### src/design/smcg_pkg.sv
// Notes on behaviour
// - sleep only when arm bit set
// - select field picks one of four modes
// - interrupt wake halts four extra cycles
// - register file and RAM keep contents
// - reset during sleep restarts at vector
// - arm bit5, select bits4:3, bit2 zero
// - idle stops only cpu and flash clocks
// - idle wakes on external and internal irqs
// - idle or noise mode starts conversion
// - noise mode stops io, cpu, flash clocks
// - noise mode limited wake sources
// - power-down stops oscillator, few wake sources
// - standby keeps oscillator only on crystal source, wakes in six
// - gating bit freezes peripheral and registers
// - ungating restores frozen peripheral state
// - gating matters in active and idle
// - gate bits 3..0, bits 7:4 zero
// - gated converter denies comparator mux
package smcg_pkg;
   // ----------------------------------------
   // register map
   // ----------------------------------------
   localparam logic [3:0] ADDR_SLEEP_CTRL = 4'h0;
   localparam logic [3:0] ADDR_CLK_GATE   = 4'h1;
   localparam logic [3:0] ADDR_STATUS     = 4'h2;
   localparam int         BIT_ARM         = 5;
   localparam int         BIT_SEL_HI      = 4;
   localparam int         BIT_SEL_LO      = 3;
   localparam int         BIT_G_TIM1      = 3;
   localparam int         BIT_G_TIM0      = 2;
   localparam int         BIT_G_SER       = 1;
   localparam int         BIT_G_CONV      = 0;
   localparam logic [7:0] CTRL_RESET      = 8'h00;
   localparam logic [7:0] CTRL_WMASK      = 8'h38;
   localparam logic [7:0] GATE_RESET      = 8'h00;
   localparam logic [7:0] GATE_WMASK      = 8'h0f;
   // ----------------------------------------
   // modes and timing
   // ----------------------------------------
   localparam logic [1:0] MODE_IDLE    = 2'h0;
   localparam logic [1:0] MODE_NOISE   = 2'h1;
   localparam logic [1:0] MODE_PDOWN   = 2'h2;
   localparam logic [1:0] MODE_STANDBY = 2'h3;
   localparam logic [3:0] EXTRA_HALT   = 4'h4;
   localparam logic [3:0] STANDBY_WAKE = 4'h6;
   localparam logic [3:0] ZERO4        = 4'h0;
   localparam logic [3:0] ONE4         = 4'h1;
   typedef enum logic [3:0] {
      ST_RUN   = 4'b0001,
      ST_SLEEP = 4'b0010,
      ST_START = 4'b0100,
      ST_HALT  = 4'b1000
   } smcg_state_e;
endpackage

### src/design/smcg_sleep_ctrl.sv
`timescale 1ns/1ps
`default_nettype none
module smcg_sleep_ctrl
   import smcg_pkg::*;
(
   input  wire logic       clk,
   input  wire logic       reset_n,
   input  wire logic [3:0] regAddr,
   input  wire logic [7:0] regWdata,
   input  wire logic       regWrite,
   input  wire logic       regRead,
   output logic      [7:0] regRdata,
   input  wire logic       sleepInstr,
   input  wire logic       oscStableIn,
   input  wire logic [3:0] startupCycles,
   input  wire logic       crystalSource,
   input  wire logic       converterEnabled,
   input  wire logic       wakeExtIrq,
   input  wire logic       wakeExtLevel0,
   input  wire logic       wakePinChange,
   input  wire logic       wakeTimerIrq,
   input  wire logic       wakeComparatorIrq,
   input  wire logic       wakeOtherIoIrq,
   input  wire logic       wakeConvDone,
   input  wire logic       wakeStoreReady,
   input  wire logic       wakeWatchdogIrq,
   output logic            cpuClkEn,
   output logic            flashClkEn,
   output logic            ioClkEn,
   output logic            convClkEn,
   output logic            oscEn,
   output logic            timer1ClkEn,
   output logic            timer0ClkEn,
   output logic            serialClkEn,
   output logic            convGateClkEn,
   output logic            periphRegBlock,
   output logic            comparatorMuxAllow,
   output logic            convStart,
   output logic            irqResume,
   output logic            sleepDone
);
   // ----------------------------------------
   // registers
   // ----------------------------------------
   logic [7:0]  ctrlReg;
   logic [7:0]  gateReg;
   logic [3:0]  cntReg;
   logic [1:0]  modeReg;
   smcg_state_e stateReg;
   logic        wakeAny;
   logic        enterSleep;

   // control register; reset lands here since reset_n restarts at vector
   always_ff @(posedge clk) begin
      if (!reset_n) begin
         ctrlReg <= CTRL_RESET;
      end else if (regWrite && regAddr == ADDR_SLEEP_CTRL) begin
         ctrlReg <= regWdata & CTRL_WMASK;
      end
   end

   // gating register
   always_ff @(posedge clk) begin
      if (!reset_n) begin
         gateReg <= GATE_RESET;
      end else if (regWrite && regAddr == ADDR_CLK_GATE) begin
         gateReg <= regWdata & GATE_WMASK;
      end
   end

   // read port, one cycle latency; unmapped reads zero
   always_ff @(posedge clk) begin
      if (!reset_n) begin
         regRdata <= 8'h00;
      end else if (regRead) begin
         case (regAddr)
            ADDR_SLEEP_CTRL: regRdata <= ctrlReg;
            ADDR_CLK_GATE:   regRdata <= gateReg;
            ADDR_STATUS:     regRdata <= {4'h0, stateReg};
            default:         regRdata <= 8'h00;
         endcase
      end else begin
         regRdata <= 8'h00;
      end
   end

   // ----------------------------------------
   // wake filtering per mode
   // ----------------------------------------
   // armed sleep only; unarmed instruction falls through as a no-op
   assign enterSleep = sleepInstr && ctrlReg[BIT_ARM];
   always_comb begin
      case (modeReg)
         MODE_IDLE: wakeAny = wakeExtIrq | wakeExtLevel0 | wakePinChange
                              | wakeTimerIrq | wakeComparatorIrq | wakeOtherIoIrq
                              | wakeConvDone | wakeStoreReady
                              | wakeWatchdogIrq;
         MODE_NOISE: wakeAny = wakeConvDone | wakeStoreReady | wakeExtLevel0
                               | wakePinChange | wakeWatchdogIrq;
         default: wakeAny = wakeExtLevel0 | wakePinChange
                            | wakeWatchdogIrq;
      endcase
   end

   // ----------------------------------------
   // sleep sequencer
   // ----------------------------------------
   // cpu state and RAM are untouched: only clocks stop, nothing is cleared
   always_ff @(posedge clk) begin
      if (!reset_n) begin
         stateReg <= ST_RUN;
         modeReg  <= MODE_IDLE;
         cntReg   <= ZERO4;
      end else begin
         case (stateReg)
            ST_RUN: begin
               if (enterSleep) begin
                  modeReg  <= ctrlReg[BIT_SEL_HI:BIT_SEL_LO];
                  stateReg <= ST_SLEEP;
               end
            end
            ST_SLEEP: begin
               if (wakeAny) begin
                  stateReg <= ST_START;
                  // standby oscillator still runs, so a fixed short wake
                  if (modeReg == MODE_STANDBY && crystalSource) begin
                     cntReg <= STANDBY_WAKE - ONE4;
                  end else if (modeReg == MODE_PDOWN || modeReg == MODE_STANDBY) begin
                     cntReg <= startupCycles;
                  end else begin
                     cntReg <= ZERO4;
                  end
               end
            end
            ST_START: begin
               // count down startup cycles, then hold until oscillator stable
               if (cntReg != ZERO4) begin
                  cntReg <= cntReg - ONE4;
               end else if (oscStableIn) begin
                  cntReg   <= EXTRA_HALT - ONE4;
                  stateReg <= ST_HALT;
               end
            end
            ST_HALT: begin
               if (cntReg != ZERO4) begin
                  cntReg <= cntReg - ONE4;
               end else begin
                  stateReg <= ST_RUN;
               end
            end
            default: stateReg <= ST_RUN;
         endcase
      end
   end

   // ----------------------------------------
   // clock enables per domain
   // ----------------------------------------
   always_ff @(posedge clk) begin
      if (!reset_n) begin
         cpuClkEn   <= 1'b1;
         flashClkEn <= 1'b1;
         ioClkEn    <= 1'b1;
         convClkEn  <= 1'b1;
         oscEn      <= 1'b1;
      end else begin
         cpuClkEn   <= (stateReg == ST_RUN) && !enterSleep;
         flashClkEn <= (stateReg == ST_RUN) && !enterSleep;
         if (stateReg == ST_SLEEP || (stateReg == ST_RUN && enterSleep)) begin
            // mode source: latched mode while asleep, select field on entry
            case (stateReg == ST_SLEEP ? modeReg : ctrlReg[BIT_SEL_HI:BIT_SEL_LO])
               MODE_IDLE: begin
                  ioClkEn   <= 1'b1;
                  convClkEn <= 1'b1;
                  oscEn     <= 1'b1;
               end
               MODE_NOISE: begin
                  ioClkEn   <= 1'b0;
                  convClkEn <= 1'b1;
                  oscEn     <= 1'b1;
               end
               MODE_STANDBY: begin
                  ioClkEn   <= 1'b0;
                  convClkEn <= 1'b0;
                  oscEn     <= crystalSource;
               end
               default: begin
                  ioClkEn   <= 1'b0;
                  convClkEn <= 1'b0;
                  oscEn     <= 1'b0;
               end
            endcase
         end else begin
            ioClkEn   <= 1'b1;
            convClkEn <= 1'b1;
            oscEn     <= 1'b1;
         end
      end
   end

   // ----------------------------------------
   // per-peripheral gating
   // ----------------------------------------
   // gating clears enables and blocks registers; peripheral flops hold, so ungating resumes
   always_ff @(posedge clk) begin
      if (!reset_n) begin
         timer1ClkEn        <= 1'b1;
         timer0ClkEn        <= 1'b1;
         serialClkEn        <= 1'b1;
         convGateClkEn      <= 1'b1;
         periphRegBlock     <= 1'b0;
         comparatorMuxAllow <= 1'b1;
      end else begin
         // deeper modes stop io clock anyway, so gating only shows in active/idle
         timer1ClkEn        <= !gateReg[BIT_G_TIM1];
         timer0ClkEn        <= !gateReg[BIT_G_TIM0];
         serialClkEn        <= !gateReg[BIT_G_SER];
         convGateClkEn      <= !gateReg[BIT_G_CONV];
         periphRegBlock     <= |gateReg[3:0];
         comparatorMuxAllow <= !gateReg[BIT_G_CONV];
      end
   end

   // ----------------------------------------
   // event pulses
   // ----------------------------------------
   always_ff @(posedge clk) begin
      if (!reset_n) begin
         convStart <= 1'b0;
         irqResume <= 1'b0;
         sleepDone <= 1'b0;
      end else begin
         // auto conversion on idle or noise entry with converter live
         convStart <= enterSleep && converterEnabled && !gateReg[BIT_G_CONV]
                      && !ctrlReg[BIT_SEL_HI];
         irqResume <= (stateReg == ST_HALT) && (cntReg == ZERO4);
         sleepDone <= sleepInstr && !ctrlReg[BIT_ARM] && (stateReg == ST_RUN);
      end
   end
endmodule
`default_nettype wire

### config.mk
export PLATFORM = sky130hd
export DESIGN_NAME = smcg_sleep_ctrl
export DESIGN_NICKNAME = d
export VERILOG_FILES = /design/src/design/smcg_pkg.sv /design/src/design/smcg_sleep_ctrl.sv
export SDC_FILE = /design/constraint.sdc
export NUM_CORES = 1
export LEC_CHECK = 0
export BUFFER_PORTS_ARGS = -buffer_cell sky130_fd_sc_hd__buf_2
export CELL_PAD_IN_SITES_DETAIL_PLACEMENT = 0
export CELL_PAD_IN_SITES_GLOBAL_PLACEMENT = 1
export CORE_MARGIN = 2
export CORE_UTILIZATION = 39
export CTS_CLUSTER_DIAMETER = 30
export DETAILED_ROUTE_END_ITERATION = 12
export GPL_TIMING_DRIVEN = 1
export PLACE_DENSITY = 0.94
export SKIP_LAST_GASP = 1
export SYNTH_ARGS = -nofsm -noshare
export SYNTH_HDL_FRONTEND = slang
export SYNTH_SLANG_ARGS = --single-unit
### constraint.sdc
create_clock -name clk -period 4.1 [get_ports clk]
set_clock_uncertainty 0.15 [all_clocks]
set_input_delay 1.23 -clock clk [delete_from_list [all_inputs] [get_ports clk]]
set_output_delay 1.23 -clock clk [all_outputs]
set_load 0.01 [all_outputs]
# Word-level counts from Yosys, hierarchy flattened
# Index checks and enable logic that the tools add are counted.
[op_classes]
reduce_logical = 34
n_eq_ne = 18
add_sub_neg = 1
muxes = 19
bitwise = 14
[ops]
columns = ["op", "count"]
rows = [
  ["two-way mux 4 bit", 11],
  ["case mux 6 bit (3 select lines)", 1],
  ["case mux 4 bit (4 select lines)", 1],
  ["bitwise OR 1 bit", 14],
  ["logical AND 1 bit", 12],
  ["!= test 2 bit, second input constant", 6],
  ["case mux 4 bit (3 select lines)", 1],
  ["== test 4 x 1 -> 1 bit, second input constant", 2],
  ["== test 4 x 2 -> 1 bit, second input constant", 2],
  ["logical NOT 4 bit", 2],
  ["logical NOT 1 bit", 7],
  ["== test 2 bit, second input constant", 3],
  ["AND reduction 2 bit", 3],
  ["AND reduction 5 bit", 1],
  ["== test 2 x 1 -> 1 bit, second input constant", 2],
  ["== test 4 x 3 -> 1 bit, second input constant", 1],
  ["== test 4 bit, second input constant", 1],
  ["logical NOT 2 bit", 2],
  ["case mux 1 bit (2 select lines)", 2],
  ["AND reduction 4 bit", 1],
  ["nonzero test 4 bit", 1],
  ["OR reduction 4 bit", 1],
  ["subtractor 4 x 1 -> 4 bit, second input constant", 1],
  ["!= test 3 bit, second input constant", 1],
  ["5 further kinds", 7],
]
[totals]
input_bits = 33
reg_bits = 37
output_inout_bits = 22

# Logic depth before layout (Yosys ltp)
# Gate-level depths: netlist of the first run.
[depth]
ltp_word = 11
mapped_depth = 7
depth_no_buf = 7

# Worst setup path after synthesis of the first run
# OpenSTA, ideal clock, no wires.
[synth_timing]
path_type = "input to register"
from = "in wakeExtIrq"
to = "reg cntReg[2]"
required_ns = 3.879
path_buffers = 0
cell_stages = 5
t_arrival_ns = 2.286
setup_ns = 0.071
setup_slack_ns = 1.593
cell_sequence = "nor4_1 -> o221ai_1 -> a21oi_1 -> o211ai_1 -> o21ai_1"
[synth_via]
elab_chain_len = 11
[synth_lines]
columns = ["item", "line", "rtl"]
rows = [
  ["from (decl)", "smcg_sleep_ctrl.sv:18", "input wire logic wakeExtIrq,"],
  ["bitwise OR 1 bit (2 in a row)", "smcg_sleep_ctrl.sv:94", "MODE_IDLE: wakeAny = wakeExtIrq | wakeExtLevel0 | wakePinChange"],
  ["bitwise OR 1 bit (3 in a row)", "smcg_sleep_ctrl.sv:95", "| wakeTimerIrq | wakeComparatorIrq | wakeOtherIoIrq"],
  ["bitwise OR 1 bit (2 in a row)", "smcg_sleep_ctrl.sv:96", "| wakeConvDone | wakeStoreReady"],
  ["bitwise OR 1 bit", "smcg_sleep_ctrl.sv:97", "| wakeWatchdogIrq;"],
  ["case mux 1 bit (2 select lines)", "smcg_sleep_ctrl.sv:93", "case (modeReg)"],
  ["!= test 2 bit (no source line)", "--", ""],
  ["AND reduction 4 bit (no source line)", "--", ""],
  ["to (signal assigned)", "smcg_sleep_ctrl.sv:127", "cntReg <= STANDBY_WAKE - ONE4;"],
  ["to (signal assigned)", "smcg_sleep_ctrl.sv:129", "cntReg <= startupCycles;"],
  ["to (signal assigned)", "smcg_sleep_ctrl.sv:138", "cntReg <= cntReg - ONE4;"],
  ["to (decl)", "smcg_sleep_ctrl.sv:47", "logic [3:0] cntReg;"],
]
# Every way passes these cells.
# A chain may end at the register's enable or synchronous reset.

# Worst setup path after layout of the first run
# Same ends and word-level chain as after synthesis.

==> metrics.md, run 1 <==
| Metric | Value |
|---|---|
| Run status | complete, no violations |
| Max Clock Freq | 381.9 MHz |
| RR Endpoint | cntReg[2]$_SDFFE_PN0P_ |
| Final Util | 0.4957 |
| Post-CTS Repair Setup Buffers | 0 |
| Yosys top cell area share | 0.4288 |
| Mapped Avg Cell Area | 8.738 sq um |
| Switch Pwr | 198.4 uW |
| Diode count | 0 |
| Worst EP required | 4.18 ns |
| Die Span X | 68.73 microns |
| Synth Warn # | 0 |
| Worst path cell trace | buf_2, nor4_1, o221ai_1, a21oi_1, o211ai_1, o21ai_1 |
| Gate power share | 0.120 |
| Num ports | 55 |
| Longest Clk Path Bufs | 2 |
| Initial antenna violation count | 0 |
| DR vias | 1470 |
| H-tree levels | 2 |
| Max-Cap Viols | 0 |
| Row count | 23 |
| Layout cells sized above 1 | 0.2766 |
| Vias per std cell | 5.158 |
| Crit path launch type | input port |
| Crit Path Category | input port to register |
| TritonCTS Buffers | 5 |
| Tcrit/Tclk final | 0.6387 |
| Post-DP HPWL | 2552 microns |
| PwrDens | 387.4 nW/um^2 |
| Die height | 68.73 microns |
| Async set-reset flop share out of synthesis | 0 |
| Synth top cells by count | 35 x dfxtp_1, 21 x nand2_1, 18 x nor2_1 |
| Hold buffers post-CTS | 0 |
| Top post-synthesis cells by area | dfxtp_1 43%, nor2b_1 5.0%, mux2i_1 4.9%, nand2_1 4.8%, nor2_1 4.1% |
| Initial DRC count | 67 |
| FF-to-FF Start | cntReg[0]$_SDFFE_PN0P_ |
| Largest net degree at the start of global routing | 33 |
| Area Growth Syn to Fin | 22.21% |
| Mapped cell area | 1634 sq um |
| Synthesized flop and latch total | 35 |
| Routed Antenna Nets | 0 |
| Fill cells | 408 |
| Clk_lat worst skew | 0.30 ns |
| Worst Max-Slew Pin Slew | 0.6957 ns |
| CP top delay family | compound AO/OA/AOI/OAI gates |
| Internal | 575.3 uW |
| Starting Density | 0.4056 |
| Max stage delay on crit path | 0.60 ns |
| Drt wl/cell | 12.34 microns |
| Critical Path AT | 2.70 ns |
| CP max FO | 8 |
| Total Wirelength | 3518 microns |
| Die area | 4724 sq um |
| Worst Setup End Kind | register |
| First-pass GRT wire length | 5727 microns |
| Clock sink count | 35 |
| CTS resizes | 0 |
| Hold Startpoint | gateReg[3]$_SDFFE_PN0P_ |
| CTS tree | yes |
| Class of the worst hold path | register to register |
| Sequential Area | 700.7 sq um |
| # setup viols final | 0 |
| Post-Syn Instances | 187 |
| Distinct cells, synth | 46 |
| Slew headroom | 0.5362 |
| Core area | 4029 sq um |
| Area of the multi-input gates | 859.6 sq um |
| R2R depth | 7 |
| Setup_tns | 0 ns |
| Leakage | 0.8305 nW |
| Sequential cell area fraction in the yosys report | 0.4288 |
| Final Critical Period | 2.618 ns |
| Sequential share of power | 0.473 |
| CP max-delay cell | a21oi_1 |
| Input/output buffers | 50 |
| CTS clk-pin slew, worst paths | 0.08 ns |
| Vias in the first global route | 1352 |
| Total GRT Usage | 0.1652 |
| Worst Hold Path EP | timer1ClkEn$_SDFF_PN1_ |
| Net Sw Frac | 0.2564 |
| Post-synth EDFFs | 0 |
| Final Hold Fails | 0 |
| Reg-to-reg slack, setup | 1.92 ns |
| WHS Path Cells | 1 |
| RSZ-0062 raised after global routing | false |
| Initial DRT Pass Iterations | 4 |
| VDD IR max | 0.1392 mV |
| Clk pwr share | 0.407 |
| Fin. max-slew vios | 0 |
| Top_reg_cell synth | dfxtp_1 |
| Critical path buffers and inverters | 1 |
| GR Overflow Total | 0 |
| Gpl congestion | 0.7646 |
| Final net count | 269 |
| Pwr Total | 773.7 uW |
| Area leader, netlist | dfxtp_1 |
| Root Driver | clkbuf_8 |
| Most frequent cell after synthesis | dfxtp_1 |
| DRC | 0 |
[worst reg2reg max path, cell delays in order, from the launching register on]
cell and delay (ns):
dfxtp_1 0.35, inv_1 0.09, ha_1 0.19, nor3b_1 0.34
o22ai_1 0.15, a21oi_1 0.56, o211ai_1 0.19, o21ai_1 0.10
[registers in the layout, indices dropped and copies added (netlist names)]
name,cells
cntReg,4
comparatorMuxAllow,1
convClkEn,1
convStart,1
ctrlReg,3
flashClkEn,1
gateReg,4
ioClkEn,1
irqResume,1
modeReg,2
oscEn,1
periphRegBlock,1
regRdata,6
serialClkEn,1
sleepDone,1
stateReg,4
timer0ClkEn,1
timer1ClkEn,1
[power by group through the flow]
stage                     Sequential, mW  Clock (mW)  Combinational (mW)
after floorplan                    0.364           0              0.0786
after global placement             0.374           0              0.0940
after detailed placement           0.374           0              0.0934
after CTS                          0.366       0.320              0.0934
after global routing               0.368       0.334               0.108
final                              0.366       0.315              0.0929
[per-stage QoR]
stage | instance area [sq um] | setup slack, ns | cells | hold WS, ns
after floorplan | 1638 | 1.593 | 188 | 0.2335
after global placement | 1884 | 1.179 | 277 | 0.2570
after detailed placement | 1884 | 1.159 | 277 | 0.2627
after CTS | 1997 | 1.467 | 285 | 0.2801
after global routing | 1997 | 1.263 | 285 | 0.2978
final | 1997 | 1.482 | 285 | 0.2820
[how the worst max path moves through the flow]
stage,start,endpoint,slack (ns),depth (start not counted)
2_1_floorplan,wakeExtIrq,cntReg[2]$_SDFFE_PN0P_,1.59,5
4_1_cts,wakeExtIrq,cntReg[2]$_SDFFE_PN0P_,1.47,6
3_3_place_gp,wakeExtIrq,cntReg[2]$_SDFFE_PN0P_,1.18,6
3_5_place_dp,wakeExtIrq,cntReg[2]$_SDFFE_PN0P_,1.16,6
6_report,wakeExtIrq,cntReg[2]$_SDFFE_PN0P_,1.48,6
5_1_grt,wakeExtIrq,cntReg[2]$_SDFFE_PN0P_,1.26,6
[cells in the final DEF (no fill, tap or decap), types with 6 or more instances in the layout]
| cell type | netlist | routed |
|---|---|---|
| buf_2 | 2 | 50 |
| dfxtp_1 | 35 | 35 |
| nand2_1 | 21 | 21 |
| nor2_1 | 18 | 18 |
| nor2b_1 | 13 | 13 |
| nand3_1 | 10 | 10 |
| mux2i_1 | 8 | 8 |
| o21ai_0 | 8 | 8 |
| a21oi_1 | 6 | 6 |
[layer usage]
metal / track usage / wire length [microns] / vias up
met5: 0 / 0 / -
met4: 0.07108 / 55 / 0
met3: 0.06494 / 213 / 6
met2: 0.2692 / 1667 / 30
met1: 0.1918 / 1582 / 674
li1: - / - / 760
[final cells by class]
type                            count  share of cell area
Tap cell                           50             0.03133
Clock buffer                        5             0.03446
Clock inverter                      3             0.02193
Timing Repair Buffer               50              0.1253
Multi-Input combinational cell    139              0.4304
Sequential cell                    35              0.3509
Inverter                            3            0.005639
[logic make-up (layout without fill, tap and decap cells)]
family	after synthesis	count (layout)	share of synthesized area
AOI/OAI and AO/OA	35	35	0.1417
xor gates and xnor gates	1	1	0.005361
adders and majority gates	2	2	0.01531
buffers and inverters	14	61	0.04747
DFF	35	35	0.4288
muxes	9	9	0.05590
other	1	2	0.002295
and+or+nand+nor	90	90	0.3032
(Power assumes the default switching activity.)
==> inputs of run 2 (changes only) <==
--- a/config.mk
+++ b/config.mk
@@ -5,15 +5,16 @@
 export SDC_FILE = /design/constraint.sdc
 export NUM_CORES = 1
 export LEC_CHECK = 0
+export ABC_AREA = 1
 export BUFFER_PORTS_ARGS = -buffer_cell sky130_fd_sc_hd__buf_2
 export CELL_PAD_IN_SITES_DETAIL_PLACEMENT = 0
 export CELL_PAD_IN_SITES_GLOBAL_PLACEMENT = 1
 export CORE_MARGIN = 2
-export CORE_UTILIZATION = 39
+export CORE_UTILIZATION = 34
 export CTS_CLUSTER_DIAMETER = 30
 export DETAILED_ROUTE_END_ITERATION = 12
 export GPL_TIMING_DRIVEN = 1
-export PLACE_DENSITY = 0.94
+export PLACE_DENSITY = 0.87
 export SKIP_LAST_GASP = 1
 export SYNTH_ARGS = -nofsm -noshare
 export SYNTH_HDL_FRONTEND = slang
==> constraint.sdc (replaced) <==
create_clock -name clk -period 2.7 [get_ports clk]
set_clock_uncertainty 0.15 [all_clocks]
set_input_delay 0.81 -clock clk [delete_from_list [all_inputs] [get_ports clk]]
set_output_delay 0.81 -clock clk [all_outputs]
set_load 0.01 [all_outputs]
==> run 2 against run 1 <==
Die area grew 16%. Final cell count grew 25%. Critical path depth up 1. Final area increased by 3.6%. Core utilization down 5.8 points. Sequential share of layout area is 1.2 points lower. Non-clock buffer count grew 1. Sequential cell count did not move. Hold slack got worse by 0.045 ns. Sequential power rose by 60%. First-iteration DRC count increased by 13%. Global-route usage is 2.1 points lower. Critical path type unchanged. Highest routed layer unchanged.
==> metrics.md, run 2 <==
| Metric | Value |
|---|---|
| Die Span X | 73.94 microns |
| Die height | 73.94 microns |
| Sequential cell area fraction in the yosys report | 0.4214 |
| Most frequent cells in the layout | 57 x nand2_1, 50 x buf_2, 35 x dfxtp_1 |
| Max stage delay on crit path | 0.21 ns |
| Crit path launch type | input port |
| Vias per std cell | 4.456 |
| DR vias | 1582 |
| CP top delay family | simple AND/OR/NAND/NOR gates |
| Setup_tns | 0 ns |
| Top_reg_cell synth | dfxtp_1 |
| Setup WS post-layout | 0.9476 ns |
| Run status | complete, no violations |
| Initial DRT Pass Iterations | 4 |
| Die area | 5466 sq um |
| Pre-CTS WS | 0.6606 ns |
| VDD IR max | 0.4234 mV |
| Drt wl/cell | 10.52 microns |
| Total GRT Usage | 0.1441 |
| Hold buffers post-CTS | 0 |
| Tcrit/Tclk final | 0.6490 |
| Net Sw Frac | 0.3276 |
| Layout cells sized above 1 | 0.2604 |
| Post-Syn Instances | 234 |
| PwrDens | 668.8 nW/um^2 |
| RSZ-0062 raised after global routing | false |
| Mapped cell area | 1663 sq um |
| Post-CTS Repair Setup Buffers | 0 |
| CTS resizes | 0 |
| Final net count | 322 |
| Diode count | 0 |
| Root Driver | clkbuf_8 |
| Pwr Total | 1.384 mW |
| Initial antenna violation count | 0 |
| Final Hold Fails | 0 |
| Async set-reset flop share out of synthesis | 0 |
| Leakage | 0.9784 nW |
| Gate power share | 0.281 |
| CP max-delay cell | nor2_1 |
| # setup viols final | 0 |
| Yosys top cell area share | 0.4214 |
| Switch Pwr | 453.4 uW |
| Class of the worst hold path | register to register |
| Core area | 4723 sq um |
| Worst EP required | 2.72 ns |
| Design Area, Final | 2069 sq um |
| Fin. max-slew vios | 0 |
| Post-synth EDFFs | 0 |
| Critical Path AT | 1.77 ns |
| Row count | 25 |
| DRC | 0 |
| Worst path cell trace | buf_2, nor2_1, nand2_1, nor2_1, nand2_1, o21ai_0, a21oi_1 |
| Mapped Avg Cell Area | 7.106 sq um |
| CP max FO | 5 |
| Commonest non-fill, non-tap cell in the layout | nand2_1 |
| Longest Clk Path Bufs | 2 |
| Routed Antenna Nets | 0 |
| Synth top cells by count | 57 x nand2_1, 35 x dfxtp_1, 31 x nor2_1 |
| Starting Density | 0.3521 |
| H-tree levels | 2 |
| Num ports | 55 |
| Distinct cells, synth | 34 |
| Initial DRC count | 76 |
| Final Critical Period | 1.752 ns |
| First-pass GRT wire length | 5989 microns |
| Largest net degree at the start of global routing | 13 |
| Max Clock Freq | 570.6 MHz |
| Total Wirelength | 3736 microns |
| Clk_lat worst skew | 0.28 ns |
| Sequential share of power | 0.424 |
| Synth Warn # | 0 |
| Internal | 930.6 uW |
| TritonCTS Buffers | 5 |
| CTS clk-pin slew, worst paths | 0.07 ns |
| Placed cell area | 1969 sq um |
| Largest register by flop count | regRdata |
| Crit Path Category | input port to register |
| Max reg flops | 6 |
| Input/output buffers | 50 |
| CTS tree | yes |
| Area leader, netlist | dfxtp_1 |
| Synthesized flop and latch total | 35 |
| Gpl congestion | 0.7757 |
| Most frequent cell after synthesis | nand2_1 |
| Max-Cap Viols | 0 |
| Top post-synthesis cells by area | dfxtp_1 42%, nand2_1 13%, nor2_1 7.0%, inv_1 6.5%, nand3_1 4.8% |
| GR Overflow Total | 0 |
| Clock sink count | 35 |
| Post-DP HPWL | 2922 microns |
| Vias in the first global route | 1395 |
| Critical path buffers and inverters | 1 |
| Area Growth Syn to Fin | 24.45% |
| Clk pwr share | 0.295 |
| Worst Setup End Kind | register |
| Final Util | 0.4381 |
[run 2: cell count changes after synthesis, moves of 5 or more]
cell     previous run  this run
nor2_1             18        31
mux2i_1             8         0
a21oi_1             6        12
nand3_1            10        16
inv_1               3        29
nor4b_1             5         0
nor2b_1            13         0
nand2_1            21        57
[run 2: logic make-up after synthesis]
logic type                 count (synthesis)  share of synthesized area
adders and majority gates                  2                    0.01505
other                                      1                   0.002255
buffers and inverters                     38                    0.09555
DFF                                       35                     0.4214
and+or+nand+nor                          122                     0.3386
xor gates and xnor gates                   1                   0.005268
AOI/OAI and AO/OA                         35                     0.1219
[run 2: worst paths after layout]
| check | from | endpoint | slack [ns] | cells after the start |
|---|---|---|---|---|
| worst max-delay path | regAddr[3] | ctrlReg[4]$_SDFFE_PN0P_ | 0.95 | 7 |
| worst min-delay path | gateReg[1]$_SDFFE_PN0P_ | serialClkEn$_SDFF_PN1_ | 0.24 | 1 |
| worst max register to register | cntReg[0]$_SDFFE_PN0P_ | cntReg[0]$_SDFFE_PN0P_ | 1.04 | 11 |
| worst min register to register | gateReg[1]$_SDFFE_PN0P_ | serialClkEn$_SDFF_PN1_ | 0.24 | 1 |
[run 2: routing by layer]
layer,vias to the layer above,track usage,share of wire
met3,4,0.04472,0.062
met1,683,0.1815,0.48
li1,846,-,-
met4,0,0.04848,0.010
met2,49,0.2351,0.45
met5,-,0,0
[run 2: final cells by class]
type	count	area, sq um
timing repair buffer	51	257.7
fill	499	2654
inverter	32	120.1
multi-input combinational	162	807.0
clock buffer	8	100.1
sequential	35	700.7
tap	67	83.83
[run 2: power by group through the flow]
stage	combinational, mW	clock [mW]	sequential, mW
detailed placement	0.392	0	0.597
global placement	0.389	0	0.597
floorplan	0.299	0	0.598
global route	0.451	0.445	0.590
CTS	0.393	0.418	0.586
finish	0.389	0.408	0.586
[run 2: per-stage QoR]
step | hold slack, ns | std cells
2_1_floorplan | 0.2079 | 235
3_3_place_gp | 0.2159 | 347
3_5_place_dp | 0.2223 | 347
4_1_cts | 0.2396 | 355
5_1_grt | 0.2600 | 355
6_report | 0.2370 | 355
==> inputs of run 3 (changes only) <==
==> constraint.sdc (replaced) <==
create_clock -name clk -period 1.64 [get_ports clk]
set_clock_uncertainty 0.15 [all_clocks]
set_input_delay 0.492 -clock clk [delete_from_list [all_inputs] [get_ports clk]]
set_output_delay 0.492 -clock clk [all_outputs]
set_load 0.01 [all_outputs]
==> run 3 against run 2 <==
Global-route usage grew 0.78 points. Clock power grew 130%. Combinational power grew 93%. First-iteration DRC count shrank 30%. Clock-buffer cell count shrank 3. Final area grew 7.4%. Final cell count grew 3.1%. Sequential cell count is the same. Critical endpoint is now stateReg[2]$_SDFFE_PN0P_. Highest routed layer unchanged.
==> metrics.md, run 3 (same netlist as run 2, synthesis figures left out) <==
| Metric | Value |
|---|---|
| Final Critical Period | 1.560 ns |
| Sequential Area | 703.2 sq um |
| Largest net degree at the start of global routing | 13 |
| Max reg flops | 6 |
| Initial DRT Pass Iterations | 4 |
| Switch Pwr | 828.0 uW |
| Initial DRC count | 53 |
| GR Overflow Total | 0 |
| Worst Setup End Kind | register |
| Gpl congestion | 0.7940 |
| GR peak layer | met2 |
| Critical path buffers and inverters | 1 |
| Leakage | 1.054 nW |
| CTS clk-pin slew, worst paths | 0.08 ns |
| Final Util | 0.4707 |
| Initial antenna violation count | 0 |
| RR Endpoint | stateReg[2]$_SDFFE_PN0P_ |
| Reg-to-reg slack, setup | 0.08 ns |
| Commonest non-fill, non-tap cell in the layout | nand2_1 |
| PwrDens | 1191 nW/um^2 |
| Fill cells | 488 |
| Area of the multi-input gates | 839.6 sq um |
| Worst path cell trace | nor2_2, inv_2, nor2_4, and2_4, nand2_4, nand2_2, nand2_1, nand2_1, nor2_1 |
| Clock sink count | 35 |
| Post-DP HPWL | 2986 microns |
| Placed cell area | 2037 sq um |
| Area Growth Syn to Fin | 33.71% |
| Worst EP required | 1.68 ns |
| Design Area, Final | 2223 sq um |
| VDD IR max | 0.6091 mV |
| Routed Antenna Nets | 0 |
| Tcrit/Tclk final | 0.9510 |
| Num ports | 55 |
| Max Clock Freq | 641.2 MHz |
| Met1 usage | 0.2022 |
| Largest register by flop count | regRdata |
| TritonCTS Buffers | 5 |
| # setup viols final | 0 |
| Core area | 4723 sq um |
| H-tree levels | 2 |
| GR Layer Usage met2 | 0.2460 |
| Clk_lat worst skew | 0.29 ns |
| Total Wirelength | 3879 microns |
| Longest Clk Path Bufs | 2 |
| Die Span X | 73.94 microns |
| Hold Startpoint | gateReg[1]$_SDFFE_PN0P_ |
| CP max-delay cell | dfxtp_1 |
| Setup_tns | 0 ns |
| Internal | 1.819 mW |
| Final Hold Fails | 0 |
| Hold Worst Slack | 0.2326 ns |
| DRC | 0 |
| Vias in the first global route | 1459 |
| Die area | 5466 sq um |
| Drt wl/cell | 10.60 microns |
| First-pass GRT wire length | 6527 microns |
| Worst Hold Path EP | serialClkEn$_SDFF_PN1_ |
| Max-Cap Viols | 0 |
| Diode count | 0 |
| DR vias | 1590 |
| Final net count | 333 |
| Fin. max-slew vios | 0 |
| Sequential share of power | 0.367 |
| Starting Density | 0.3521 |
| CTS tree | yes |
| Worst path most repeated cell | nand2_1 |
| Crit Path Category | register to register |
| Gate power share | 0.284 |
| CP top delay family | simple AND/OR/NAND/NOR gates |
| Max stage delay on crit path | 0.36 ns |
| Root Driver | clkbuf_8 |
| Most frequent cells in the layout | 55 x nand2_1, 50 x buf_2, 33 x dfxtp_1 |
| Critical Path AT | 1.60 ns |
| Grt met3 use | 0.03659 |
| Origin of the worst setup path | stateReg[3]$_SDFFE_PN0P_ |
| WHS Path Cells | 1 |
| Crit path launch type | register |
| Hold buffers post-CTS | 0 |
| Vias per std cell | 4.344 |
| R2R depth | 9 |
| Class of the worst hold path | register to register |
| Layout cells sized above 1 | 0.3244 |
| Input/output buffers | 50 |
| Die height | 73.94 microns |
| FF-to-FF Start | stateReg[3]$_SDFFE_PN0P_ |
| CP max FO | 8 |
| Clk pwr share | 0.349 |
| Run status | complete, no violations |
| Total GRT Usage | 0.1519 |
| Row count | 25 |
| Net Sw Frac | 0.3128 |
==> run 3: cell types whose count changed in the layout (fill, tap and decap cells not counted), moves of 2 or more <==
cell       before  now
nand2_1        57   55
nor2_2          2    5
clkbuf_8        7    5
bufinv_16       0    2
dfxtp_1        35   33
dfxtp_2         0    2
nand2_2         2    4
nor2_1         31   27
buf_4           1   12
==> run 3: worst register-to-register path: cells and delay by family, from the launching register on <==
family / cells / cell delay [ns]
simple gates: 8 / 0.90
buf+inv: 1 / 0.06
flops: 1 / 0.36
==> run 3: layout make-up <==
type,count,area share
clock buffers,5,0.03095
inverters,32,0.05402
well taps,67,0.03770
repair buffers,62,0.1531
multi-input cells,162,0.3776
flip-flops and latches,35,0.3163
clock inverters,3,0.03039
==> run 3: how the worst max path moves through the flow <==
stage                                           to  slack [ns]  cells after the start
after floorplan            ctrlReg[4]$_SDFFE_PN0P_        0.16                      6
after global placement     gateReg[3]$_SDFFE_PN0P_        0.04                      5
after detailed placement   gateReg[3]$_SDFFE_PN0P_       -0.01                      5
after CTS                   cntReg[0]$_SDFFE_PN0P_       0.001                     11
after global routing        cntReg[0]$_SDFFE_PN0P_       -0.02                     11
final                     stateReg[2]$_SDFFE_PN0P_        0.08                      9
==> run 3: timing repair <==
action	in CTS	in global routing
setup endpoints to repair	0	7
buffers inserted	0	2
gates resized for setup	0	12
==> run 3: layer usage <==
layer	vias to the layer above	part of all wire	routed length [microns]
li1	869	-	-
met1	673	0.48	1868
met2	41	0.45	1753
met3	7	0.051	197
met4	0	0.015	60
met5	-	0	0
==> run 3: through the flow <==
step                      instances  total power, mW  worst slack, ns
after floorplan                 235            1.476           0.1552
after global placement          356            1.665          0.03731
after detailed placement        356            1.677        -0.009565
after CTS                       364            2.604         0.001007
after global routing            366            2.816         -0.02082
final                           366            2.647          0.08039
==> run 3: power groups by stage <==
stage               Clock [mW]  Sequential (mW)  Combinational, mW
floorplan                    0            0.984              0.492
global placement             0            0.985              0.680
detailed placement           0            0.985              0.692
CTS                      0.942            0.966              0.696
global route             0.980            0.983              0.853
finish                   0.925            0.972              0.751
